<file path="config.mk">
export PLATFORM = sky130hd
export DESIGN_NAME = dnc_ctrl
export DESIGN_NICKNAME = d
export VERILOG_FILES = /design/src/inc/dnc_pkg.sv /design/src/inc/dnc_sync_if.sv /design/src/verilog/dnc_ctrl.sv /design/src/verilog/dnc_phase_sync.sv
export SDC_FILE = /design/constraint.sdc
export NUM_CORES = 1
export LEC_CHECK = 0
export ABC_AREA = 1
export BUFFER_PORTS_ARGS = -buffer_cell sky130_fd_sc_hd__buf_2
export CORE_MARGIN = 2
export CORE_UTILIZATION = 40
export DETAILED_ROUTE_END_ITERATION = 8
export PLACE_DENSITY = 0.72
export RECOVER_POWER = 100
export SYNTH_ARGS = -nofsm -noshare
export SYNTH_HDL_FRONTEND = slang
export SYNTH_SLANG_ARGS = --single-unit
</file>
<file path="constraint.sdc">
create_clock -name CORE_CLK -period 1 [get_ports CORE_CLK]
set_input_delay 0.1 -clock CORE_CLK [delete_from_list [all_inputs] [get_ports CORE_CLK]]
set_output_delay 0.1 -clock CORE_CLK [all_outputs]
set_load 0.02 [all_outputs]
</file>
<file path="src/inc/dnc_pkg.sv">
// Package: register map, reset values and field positions for the binding and sync block
package dnc_pkg;
	// ****************************************
	// Register offsets
	// ****************************************
	localparam logic [11:0] OFS_BIND = 12'h216;
	localparam logic [11:0] OFS_RDIV = 12'h217;
	localparam logic [11:0] OFS_SYNC = 12'h219;
	localparam logic [11:0] OFS_CTRL = 12'h21A;
	localparam logic [11:0] OFS_STAT = 12'h21B;
	// ****************************************
	// Reset values
	// ****************************************
	localparam logic [7:0] RST_BIND = 8'h02;
	localparam logic [15:0] RST_RDIV = 16'h0000;
	localparam logic [7:0] RST_SYNC = 8'h02;
	localparam logic [7:0] RST_CTRL = 8'h00;
	// ****************************************
	// Field positions
	// ****************************************
	localparam int BIND_A_POS = 0;
	localparam int BIND_B_POS = 1;
	localparam int SYNC_NEXT_POS = 0;
	localparam int SYNC_LINK_POS = 1;
	localparam int CTRL_PDA_POS = 0;
	localparam int CTRL_PDB_POS = 1;
	localparam int CTRL_LINK_EN_POS = 2;
	localparam int CTRL_CAL_EN_POS = 3;
	localparam int CTRL_SINGLE_POS = 4;
	localparam int CTRL_ENC64_POS = 5;
	// ****************************************
	// Arming states
	// ****************************************
	typedef enum logic [1:0] {ARM_IDLE, ARM_PRIMED, ARM_ARMED} dnc_arm_t;
endpackage

</file>
<file path="src/inc/dnc_sync_if.sv">
// Interface: phase sync configuration and resulting init pulse between core and sync unit
`timescale 1ns/1ps
interface dnc_sync_if;
	logic init_on_link;
	logic arm_bit;
	logic arm_write;
	logic enc64;
	logic link_sync;
	logic sysref;
	logic lmfc_edge;
	logic phase_init;
	logic armed;
	modport core (output init_on_link, arm_bit, arm_write, enc64, link_sync, sysref, lmfc_edge,
		input phase_init, armed);
	modport unit (input init_on_link, arm_bit, arm_write, enc64, link_sync, sysref, lmfc_edge,
		output phase_init, armed);
endinterface

</file>
<file path="src/verilog/dnc_ctrl.sv">
// Channel binding, reference divisor and phase sync control top
//
// Overview of operation
// - Binding bit 1 picks converter A or B for digital channel B; resets 1.
// - Binding bit 0 picks converter A or B for digital channel A; resets 0.
// - Digital channel powers down when its bound converter is down; link only when both channels are down.
// - Divisor zero disables it; nonzero gives exact step; 16 bits wide.
// - One divisor serves every oscillator preset.
// - Link-sync bit set inits phase at boundary after sync rises.
// - In 64b/66b the sync input only inits phase, never the link.
// - Writing arm bit 0 then 1 arms init on next SYSREF rise.
// - After one SYSREF init, further edges ignored until rearmed.
`timescale 1ns/1ps
module dnc_ctrl (
	input wire logic CORE_CLK,
	input wire logic RST_N,
	input wire logic [11:0] REG_ADDR,
	input wire logic [15:0] REG_WDATA,
	input wire logic REG_WR,
	input wire logic REG_RD,
	output logic [15:0] REG_RDATA,
	input wire logic LINK_SYNC_N,
	input wire logic SYSREF,
	input wire logic LMFC_EDGE,
	output logic SEL_DIG_A_FROM_B,
	output logic SEL_DIG_B_FROM_B,
	output logic PD_DIG_A,
	output logic PD_DIG_B,
	output logic PD_CONV_A,
	output logic PD_CONV_B,
	output logic LINK_ENABLE,
	output logic CAL_ENABLE,
	output logic LINK_RESYNC_REQ,
	output logic [15:0] REF_DIVISOR,
	output logic REF_DIV_ACTIVE,
	output logic PHASE_INIT
);
	logic [1:0] bind_q;
	logic [15:0] rdiv_q;
	logic [1:0] sync_q;
	logic [5:0] ctrl_q;
	logic [15:0] rdata_q;
	logic [1:0] syncn_meta_q;
	logic [1:0] syncn_q;
	logic [1:0] sysref_meta_q;
	logic [1:0] sysref_q;
	logic wr_bind;
	logic wr_rdiv;
	logic wr_sync;
	logic wr_ctrl;
	logic link_sync_hi;

	dnc_sync_if sif ();

	function automatic logic hit(input logic [11:0] a, input logic [11:0] ofs, input logic s);
		hit = s & (a == ofs);
	endfunction

	assign wr_bind = hit(REG_ADDR, dnc_pkg::OFS_BIND, REG_WR);
	assign wr_rdiv = hit(REG_ADDR, dnc_pkg::OFS_RDIV, REG_WR);
	assign wr_sync = hit(REG_ADDR, dnc_pkg::OFS_SYNC, REG_WR);
	assign wr_ctrl = hit(REG_ADDR, dnc_pkg::OFS_CTRL, REG_WR);

	// ****************************************
	// Register writes
	// ****************************************
	// Reserved bits dropped
	always_ff @(posedge CORE_CLK or negedge RST_N) begin
		if (!RST_N) begin
			bind_q <= dnc_pkg::RST_BIND[1:0];
		end else if (wr_bind) begin
			bind_q <= REG_WDATA[1:0];
		end
	end

	always_ff @(posedge CORE_CLK or negedge RST_N) begin
		if (!RST_N) begin
			rdiv_q <= dnc_pkg::RST_RDIV;
		end else if (wr_rdiv) begin
			rdiv_q <= REG_WDATA;
		end
	end

	always_ff @(posedge CORE_CLK or negedge RST_N) begin
		if (!RST_N) begin
			sync_q <= dnc_pkg::RST_SYNC[1:0];
		end else if (wr_sync) begin
			sync_q <= REG_WDATA[1:0];
		end
	end

	always_ff @(posedge CORE_CLK or negedge RST_N) begin
		if (!RST_N) begin
			ctrl_q <= dnc_pkg::RST_CTRL[5:0];
		end else if (wr_ctrl) begin
			ctrl_q <= REG_WDATA[5:0];
		end
	end

	// ****************************************
	// Register reads
	// ****************************************
	// Unmapped addresses read zero
	always_ff @(posedge CORE_CLK or negedge RST_N) begin
		if (!RST_N) begin
			rdata_q <= 16'h0000;
		end else if (REG_RD) begin
			case (REG_ADDR)
				dnc_pkg::OFS_BIND: rdata_q <= {14'h0000, bind_q};
				dnc_pkg::OFS_RDIV: rdata_q <= rdiv_q;
				dnc_pkg::OFS_SYNC: rdata_q <= {14'h0000, sync_q};
				dnc_pkg::OFS_CTRL: rdata_q <= {10'h000, ctrl_q};
				dnc_pkg::OFS_STAT: rdata_q <= {12'h000, sif.armed, link_sync_hi,
					PD_DIG_B, PD_DIG_A};
				default: rdata_q <= 16'h0000;
			endcase
		end else begin
			rdata_q <= 16'h0000;
		end
	end
	assign REG_RDATA = rdata_q;

	// ****************************************
	// Pin synchronisers
	// ****************************************
	// Four stages to the sync unit since both pins are asynchronous to the core clock
	// Sync resets asserted, as the receiver holds it low until the link is up
	// A high reset value would read as a false release right after reset
	always_ff @(posedge CORE_CLK or negedge RST_N) begin
		if (!RST_N) begin
			syncn_meta_q <= 2'h0;
			syncn_q <= 2'h0;
			sysref_meta_q <= 2'h0;
			sysref_q <= 2'h0;
		end else begin
			syncn_meta_q <= {syncn_meta_q[0], LINK_SYNC_N};
			syncn_q <= {syncn_q[0], syncn_meta_q[1]};
			sysref_meta_q <= {sysref_meta_q[0], SYSREF};
			sysref_q <= {sysref_q[0], sysref_meta_q[1]};
		end
	end
	assign link_sync_hi = syncn_meta_q[1];

	// ****************************************
	// Binding and power down
	// ****************************************
	// Channel A source
	assign SEL_DIG_A_FROM_B = bind_q[dnc_pkg::BIND_A_POS];
	assign SEL_DIG_B_FROM_B = bind_q[dnc_pkg::BIND_B_POS];
	assign PD_CONV_A = ctrl_q[dnc_pkg::CTRL_PDA_POS];
	assign PD_CONV_B = ctrl_q[dnc_pkg::CTRL_PDB_POS];
	assign PD_DIG_A = SEL_DIG_A_FROM_B ? PD_CONV_B : PD_CONV_A;
	assign PD_DIG_B = SEL_DIG_B_FROM_B ? PD_CONV_B : PD_CONV_A;
	// Link is held off if both of its channels are down
	assign LINK_ENABLE = ctrl_q[dnc_pkg::CTRL_LINK_EN_POS] & ~(PD_DIG_A & PD_DIG_B);
	assign CAL_ENABLE = ctrl_q[dnc_pkg::CTRL_CAL_EN_POS];

	// ****************************************
	// Reference divisor
	// ****************************************
	// Zero means plain accumulator
	assign REF_DIVISOR = rdiv_q;
	assign REF_DIV_ACTIVE = (rdiv_q != 16'h0000);

	// ****************************************
	// Phase sync
	// ****************************************
	assign sif.init_on_link = sync_q[dnc_pkg::SYNC_LINK_POS];
	assign sif.arm_bit = REG_WDATA[dnc_pkg::SYNC_NEXT_POS];
	assign sif.arm_write = wr_sync;
	assign sif.enc64 = ctrl_q[dnc_pkg::CTRL_ENC64_POS];
	assign sif.link_sync = syncn_q[1];
	assign sif.sysref = sysref_q[1];
	assign sif.lmfc_edge = LMFC_EDGE;

	// Sync low reaches link only in 8b/10b
	assign LINK_RESYNC_REQ = ~sif.enc64 & ~syncn_q[1] & LINK_ENABLE;

	dnc_phase_sync u_sync (
		.clk(CORE_CLK),
		.rst_n(RST_N),
		.sif(sif)
	);
	assign PHASE_INIT = sif.phase_init;
endmodule // dnc_ctrl

</file>
<file path="src/verilog/dnc_phase_sync.sv">
// Phase initialisation unit: link sync boundary and armed SYSREF edge
`timescale 1ns/1ps
module dnc_phase_sync (
	input wire logic clk,
	input wire logic rst_n,
	dnc_sync_if.unit sif
);
	logic link_q;
	logic sysref_q;
	logic pend_q;
	logic init_q;
	logic link_rise;
	logic sysref_rise;
	dnc_pkg::dnc_arm_t arm_q;

	assign link_rise = sif.link_sync & ~link_q;
	assign sysref_rise = sif.sysref & ~sysref_q;
	assign sif.phase_init = init_q;
	assign sif.armed = (arm_q == dnc_pkg::ARM_ARMED);

	// ****************************************
	// Edge history
	// ****************************************
	always_ff @(posedge clk or negedge rst_n) begin
		if (!rst_n) begin
			link_q <= 1'b0;
			sysref_q <= 1'b0;
		end else begin
			link_q <= sif.link_sync;
			sysref_q <= sif.sysref;
		end
	end

	// ****************************************
	// Link sync path
	// ****************************************
	// Wait for boundary
	always_ff @(posedge clk or negedge rst_n) begin
		if (!rst_n) begin
			pend_q <= 1'b0;
		end else if (!sif.init_on_link) begin
			pend_q <= 1'b0;
		end else if (link_rise) begin
			pend_q <= 1'b1;
		end else if (sif.lmfc_edge) begin
			pend_q <= 1'b0;
		end
	end

	// ****************************************
	// SYSREF arming
	// ****************************************
	// Zero then one
	always_ff @(posedge clk or negedge rst_n) begin
		if (!rst_n) begin
			arm_q <= dnc_pkg::ARM_IDLE;
		end else if (sif.arm_write) begin
			if (!sif.arm_bit) begin
				arm_q <= dnc_pkg::ARM_PRIMED;
			end else if (arm_q == dnc_pkg::ARM_PRIMED) begin
				arm_q <= dnc_pkg::ARM_ARMED;
			end
		end else begin
			case (arm_q)
				dnc_pkg::ARM_ARMED: begin
					if (sysref_rise) begin
						arm_q <= dnc_pkg::ARM_IDLE;
					end
				end
				default: begin
					arm_q <= arm_q;
				end
			endcase
		end
	end

	// ****************************************
	// Init pulse
	// ****************************************
	always_ff @(posedge clk or negedge rst_n) begin
		if (!rst_n) begin
			init_q <= 1'b0;
		end else begin
			init_q <= (sif.init_on_link & pend_q & sif.lmfc_edge)
				| (arm_q == dnc_pkg::ARM_ARMED & sysref_rise & ~sif.arm_write);
		end
	end
endmodule // dnc_phase_sync
</file>
# Word level (Yosys, flattened, before mapping)
# Cells that the tools add are included.
[totals]
register_bits = 56
in_bits = 35
output_inout_bits = 43
wordCells = 60
[classes]
n_eq_ne = 9
muxes = 12
bitwise = 21
reduce_logical = 4
[ops]
columns = ["op", "n"]
rows = [
  ["case mux 16 bit (5 select lines)", 1],
  ["equality test 12 x 10 -> 1 bit, second input constant", 5],
  ["two-way mux 16 bit", 1],
  ["nonzero test 16 bit", 1],
  ["bitwise AND 1 bit", 14],
  ["two-way mux 2 bit", 5],
  ["NOT 1 bit", 6],
  ["two-way mux 1 bit", 5],
  ["nonzero test 2 bit", 2],
  ["inequality test 3 x 2 -> 1 bit, second input constant", 1],
  ["inequality test 3 bit, second input constant", 1],
  ["AND reduction 3 bit", 1],
  ["equality test 2 x 1 -> 1 bit, second input constant", 1],
  ["equality test 2 bit, second input constant", 1],
  ["OR 1 bit", 1],
]

# Logic depth before layout (Yosys ltp)
[logic_depth]
depth_word = 5
mapped_depth = 8
depth_no_buf = 8

# Modules after synthesis
# From an unflattened synthesis, not the netlist that was laid out.
[hier_totals]
hier_cells = 278
hier_area_um2 = 2426.1
[by_module_without_submodules]
columns = ["mod", "instances", "cells_each", "area_per_inst_um2", "seq_area_each_um2"]
rows = [
  ["dnc_ctrl", 1, 251, 2178.3, 1253.7],
  ["dnc_phase_sync", 1, 27, 247.7, 150.1],
]

# Worst setup path before layout
# Ideal clock, no wire load.
[synth_timing]
path_kind = "reg2out"
startpoint = "register bind_q[1]"
endpoint = "output LINK_RESYNC_REQ"
t_arrival_ns = 2.160
required_time_ns = 0.900
path_slack_ns = -1.260
path_stages_with_launch = 4
n_path_buf = 0
path_cell_list = "dfstp_2 o21ai_0 a21boi_0 nor3b_1"
[synth_between]
elab_chain_len = 5
[synth_rtl]
columns = ["element", "line", "source"]
rows = [
  ["start, declared", "dnc_ctrl.sv:38", "logic [1:0] bind_q;"],
  ["start signal, assigned", "dnc_ctrl.sv:70", "bind_q <= dnc_pkg::RST_BIND[1:0];"],
  ["start signal, assigned", "dnc_ctrl.sv:72", "bind_q <= REG_WDATA[1:0];"],
  ["two-way mux 1 bit", "dnc_ctrl.sv:153", "assign PD_DIG_B = SEL_DIG_B_FROM_B ? PD_CONV_B : PD_CONV_A;"],
  ["named net PD_DIG_B", "dnc_ctrl.sv:28", "output logic PD_DIG_B,"],
  ["bitwise AND 1 bit", "dnc_ctrl.sv:155", "assign LINK_ENABLE = ctrl_q[dnc_pkg::CTRL_LINK_EN_POS] & ~(PD_DIG_A & PD_DIG_B);"],
  ["NOT 1 bit", "dnc_ctrl.sv:155", ""],
  ["bitwise AND 1 bit", "dnc_ctrl.sv:155", ""],
  ["named net LINK_ENABLE", "dnc_ctrl.sv:31", "output logic LINK_ENABLE,"],
  ["bitwise AND 1 bit", "dnc_ctrl.sv:177", "assign LINK_RESYNC_REQ = ~sif.enc64 & ~syncn_q[1] & LINK_ENABLE;"],
  ["end, declared", "dnc_ctrl.sv:33", "output logic LINK_RESYNC_REQ,"],
]
# The timed path passes the listed nets, and every way through them passes these cells.

# Worst setup path in the final report
[layout_timing]
startpoint = "register bind_q[1]"
endpoint = "output LINK_RESYNC_REQ"
[layout_between]
elab_chain_len = 5
[layout_rtl]
columns = ["element", "line"]
rows = [
  ["two-way mux 1 bit", "dnc_ctrl.sv:153"],
  ["bitwise AND 1 bit", "dnc_ctrl.sv:155"],
  ["NOT 1 bit", "dnc_ctrl.sv:155"],
  ["bitwise AND 1 bit", "dnc_ctrl.sv:155"],
  ["bitwise AND 1 bit", "dnc_ctrl.sv:177"],
]
# No other way between the ends.

==> impl_metrics.csv <==
group,metric,value,unit
run_status,outcome,"finished with violations",
run_status,violations,"setup timing",
power_and_ir_drop,power_frac_comb,7.3,%
floorplanning,io_pins,78,
synthesis,synth_compound_area_share,6.78,%
floorplanning,die-height,83.2,um
power_and_ir_drop,vdd_drop_max,791,uV
setup_path,max_stage_delay,0.60,ns
synthesis,synth_seq_area_share,55.9,%
setup_path,worst_setup_path_end_kind,"output port",
power_and_ir_drop,p_sw_share,22.9,%
setup_path,crit_buf_inv,1,
setup_path,critical_path_required,0.90,ns
synthesis,synth.cell_area,2510,um2
drt,routed_wl,6640,um
synthesis,synth_fa_ha_area_share,0,%
floorplanning,core_area,5990,um2
synthesis,synthMuxAreaShare,0,%
placement,hpwlAfterDp,4500,um
timing,finalHoldViolCount,0,
power_and_ir_drop,clkPwrFrac,32.9,%
synthesis,netlist.area_leader.share,53.8,%
placement,place_congestion,0.906,
job,drv_cap,0,
setup_path,crit_chain,"o21ai_4 -> a21boi_4 -> nor3b_4 -> buf_6",
power_and_ir_drop,p_switching,884,uW
synthesis,synthMostInstantiatedCell,"nand2_1",
synthesis,syn_inst,265,
grt,grt_pass1_vias,2360,
floorplanning,rows,28,
synthesis,synth-xor-area-share,0,%
grt,grt_antenna_before_repair,0,
grt,grt_max_degree,29,
timing,drv_slew,0,
synthesis,synthSimpleGateAreaFrac,30.0,%
floorplanning,start_util,41.9,%
drt,viasPerCell,4.74,
timing,tightestPinTransition,0.492,ns
power_and_ir_drop,p_per_area,1020,nW/um2
drt,ant_nets,0,
setup_path,path_class,"flip-flop to output port",
setup_path,worstSetupStartpointType,"flip-flop",
timing,clock.fmax,0.641,GHz
setup_path,worst_path_max_delay_cell,"dfstp_2",
timing,final.setup_skew,0.00746,ns
cts,cts_tree,"done",
drt,remaining_drc_errors,0,
timing,setup_ws,-0.560,ns
floorplanning,die_area,6920,um2
placement,numPortBuffers,77,
synthesis,async_flop_share,100,%
min_path,hold_class,"input pin to flip-flop",
setup_path,path_max_fanout,3,
synthesis,yosysTopAreaCell,"dfrtp_1",
timing,slew_headroom,67.2,%
synthesis,yosys_warnings,0,
setup_path,crit_family,"flip-flops",
synthesis,synthTopCellsByCount,"60 x nand2_1, 54 x dfrtp_1, 33 x inv_1, 33 x nand3_1, 15 x nor2_1",
power_and_ir_drop,seqPwrFrac,59.7,%
floorplanning,die_w,83.2,um
synthesis,synth_nets,300,
finish,antennaDiodeCount,0,
cts,cts.clk_slew.worst_paths,0.10,ns
timing,tns,-5.66,ns
synthesis,ys_ff_latch,56,
finish,final_util,63.4,%
timing,setup_viol,31,
drt,dr.pass1.iters,4,
timing,finalCritPeriodShare,156,%
cts,cts_inserted_buffers,5,
synthesis,synth_area_leaders,"dfrtp_1 54%, nand2_1 9.0%, nand3_1 6.6%",
power_and_ir_drop,intPower,2970,uW
grt,grt_pass1_wl,10900,um
cts,htreeDepth,2,
synthesis,synth_ff_type,"dfrtp_1",
drt,drtIter0Drc,169,
grt,grt-ovfl-total,0,
synthesis,synth_top_family_by_area,"simple AND/OR/NAND/NOR gates",
timing,period_needed,1.56,ns
cts,clkLatencyLatePin,0.31,ns
timing,rsz0062_at_grt,"true",
finish,fillers,488,
power_and_ir_drop,leakagePower,0.00206,uW
cts,clk_path_buf_depth,2,
synthesis,synth_edf_count,0,
finish,finalInstanceArea,3800,um2
finish,nNetsFinal,431,
drt,routedWlPerCell,14.1,um
setup_path,worstPathArrival,1.46,ns
synthesis,synth.avg_cell_area,9.47,um2
cts,cts.sink_count,56,
finish,area_growth,51.2,%
synthesis,synth_cell_type_count,28,
finish,drive_above_1_share,50.9,%
cts,clock_tree.root_cell,"clkbuf_8",
drt,num_vias,2236,
placement,placed_area,3250,um2
grt,grt_usage,19.4,%
-- worst min-delay path, delay by kind of cell --
kind                   cells  cell delay, ns
AND/OR/NAND/NOR            2            0.12
buffers and inverters      1            0.07
-- state kept, by name (all words and copies together) (netlist names), 2 cells and up --
signal,cells
REF_DIVISOR,16
REG_RDATA,16
bind_q,2
ctrl_q,6
sync_q,2
syncn_meta_q,2
syncn_q,2
sysref_meta_q,2
sysref_q,2
u_sync.arm_q,2
-- placed cells by master, fill, tap and decap left out, types with 2 or more instances in the layout --
master         instances
dlygate4sd3_1          3
clkbuf_8               6
dfstp_2                2
buf_2                 35
inv_1                 31
clkbuf_2              19
nor2_1                12
nor2_4                 6
o21ai_2               10
o21ai_0                3
nand2_2               11
dfrtp_2               10
o21ai_4                2
nand2_1               57
nand3_4                2
buf_4                 23
nand3_1               31
clkbuf_1               4
o21ai_1                3
dfrtp_1               44
buf_6                 49
nor4_4                 2
nor2_2                11
nand3_2                4
nand2_4                4
-- cell type report --
| type | instances | area [um2] | area share, % |
|---|---|---|---|
| flip-flops and latches | 56 | 1420 | 37.3 |
| multi-input cells | 168 | 1030 | 27.2 |
| repair buffers | 131 | 1030 | 27.2 |
| inverters | 34 | 130 | 3.43 |
| well taps | 75 | 93.8 | 2.47 |
| clock buffers | 8 | 90.1 | 2.37 |
-- power groups by stage --
| stage | Sequential (uW) | Combinational [uW] | Clock [uW] |
|---|---|---|---|
| final | 2300 | 283 | 1270 |
| after detailed placement | 2350 | 266 | 0 |
| after floorplan | 2350 | 81.9 | 0 |
| after global placement | 2340 | 262 | 0 |
| after CTS | 2300 | 291 | 1290 |
| after global routing | 2310 | 314 | 1390 |
-- per-layer routing --
| metal | GRT usage, % | vias up | share of wire [%] |
|---|---|---|---|
| met4 | 5.66 | 0 | 1.3 |
| met2 | 34.2 | 71 | 51 |
| met3 | 4.87 | 9 | 6.0 |
| met1 | 23.6 | 1056 | 41 |
| li1 | - | 1100 | - |
| met5 | 0 | - | 0 |
-- worst paths after layout --
path	start	to	slack, ns	depth (start not counted)
worst max-delay path	bind_q[1]$_DFFE_PN1P_	LINK_RESYNC_REQ	-0.56	4
worst min-delay path	REG_WDATA[8]	REF_DIVISOR[8]$_DFFE_PN0P_	0.01	3
worst max register to register	bind_q[1]$_DFFE_PN1P_	REG_RDATA[1]$_DFF_PN0_	-0.41	8
worst min register to register	syncn_meta_q[0]$_DFF_PN0_	syncn_meta_q[1]$_DFF_PN0_	0.36	0
max in group asynchronous	RST_N	sync_q[1]$_DFFE_PN1P_	0.08	3
min in group asynchronous	RST_N	REG_RDATA[9]$_DFF_PN0_	0.25	2
-- cells by family after synthesis --
kind of cell | count (synthesis)
buf+inv | 41
compound gates | 23
simple gates | 145
flops | 56
-- metrics by stage --
step           power, uW  std cells  hold WS, ns  setup WS (ns)
3_5_place_dp        2610        442      -0.0186         -0.243
4_1_cts             3880        463       0.0102         -0.526
6_report            3850        472       0.0144         -0.560
2_1_floorplan       2430        265       -0.196         -0.397
5_1_grt             4010        472       0.0225         -0.585
3_3_place_gp        2610        442      -0.0169         -0.197
-- what timing repair did --
item	4_1_cts	5_1_grt
buffers inserted	14	16
gates resized for setup	82	23
pin swaps	7	8
hold endpoints to repair	56	0
endpoints found under the setup margin	27	39
hold buffers	3	0
No activity file was read; power rests on OpenSTA's default activity.
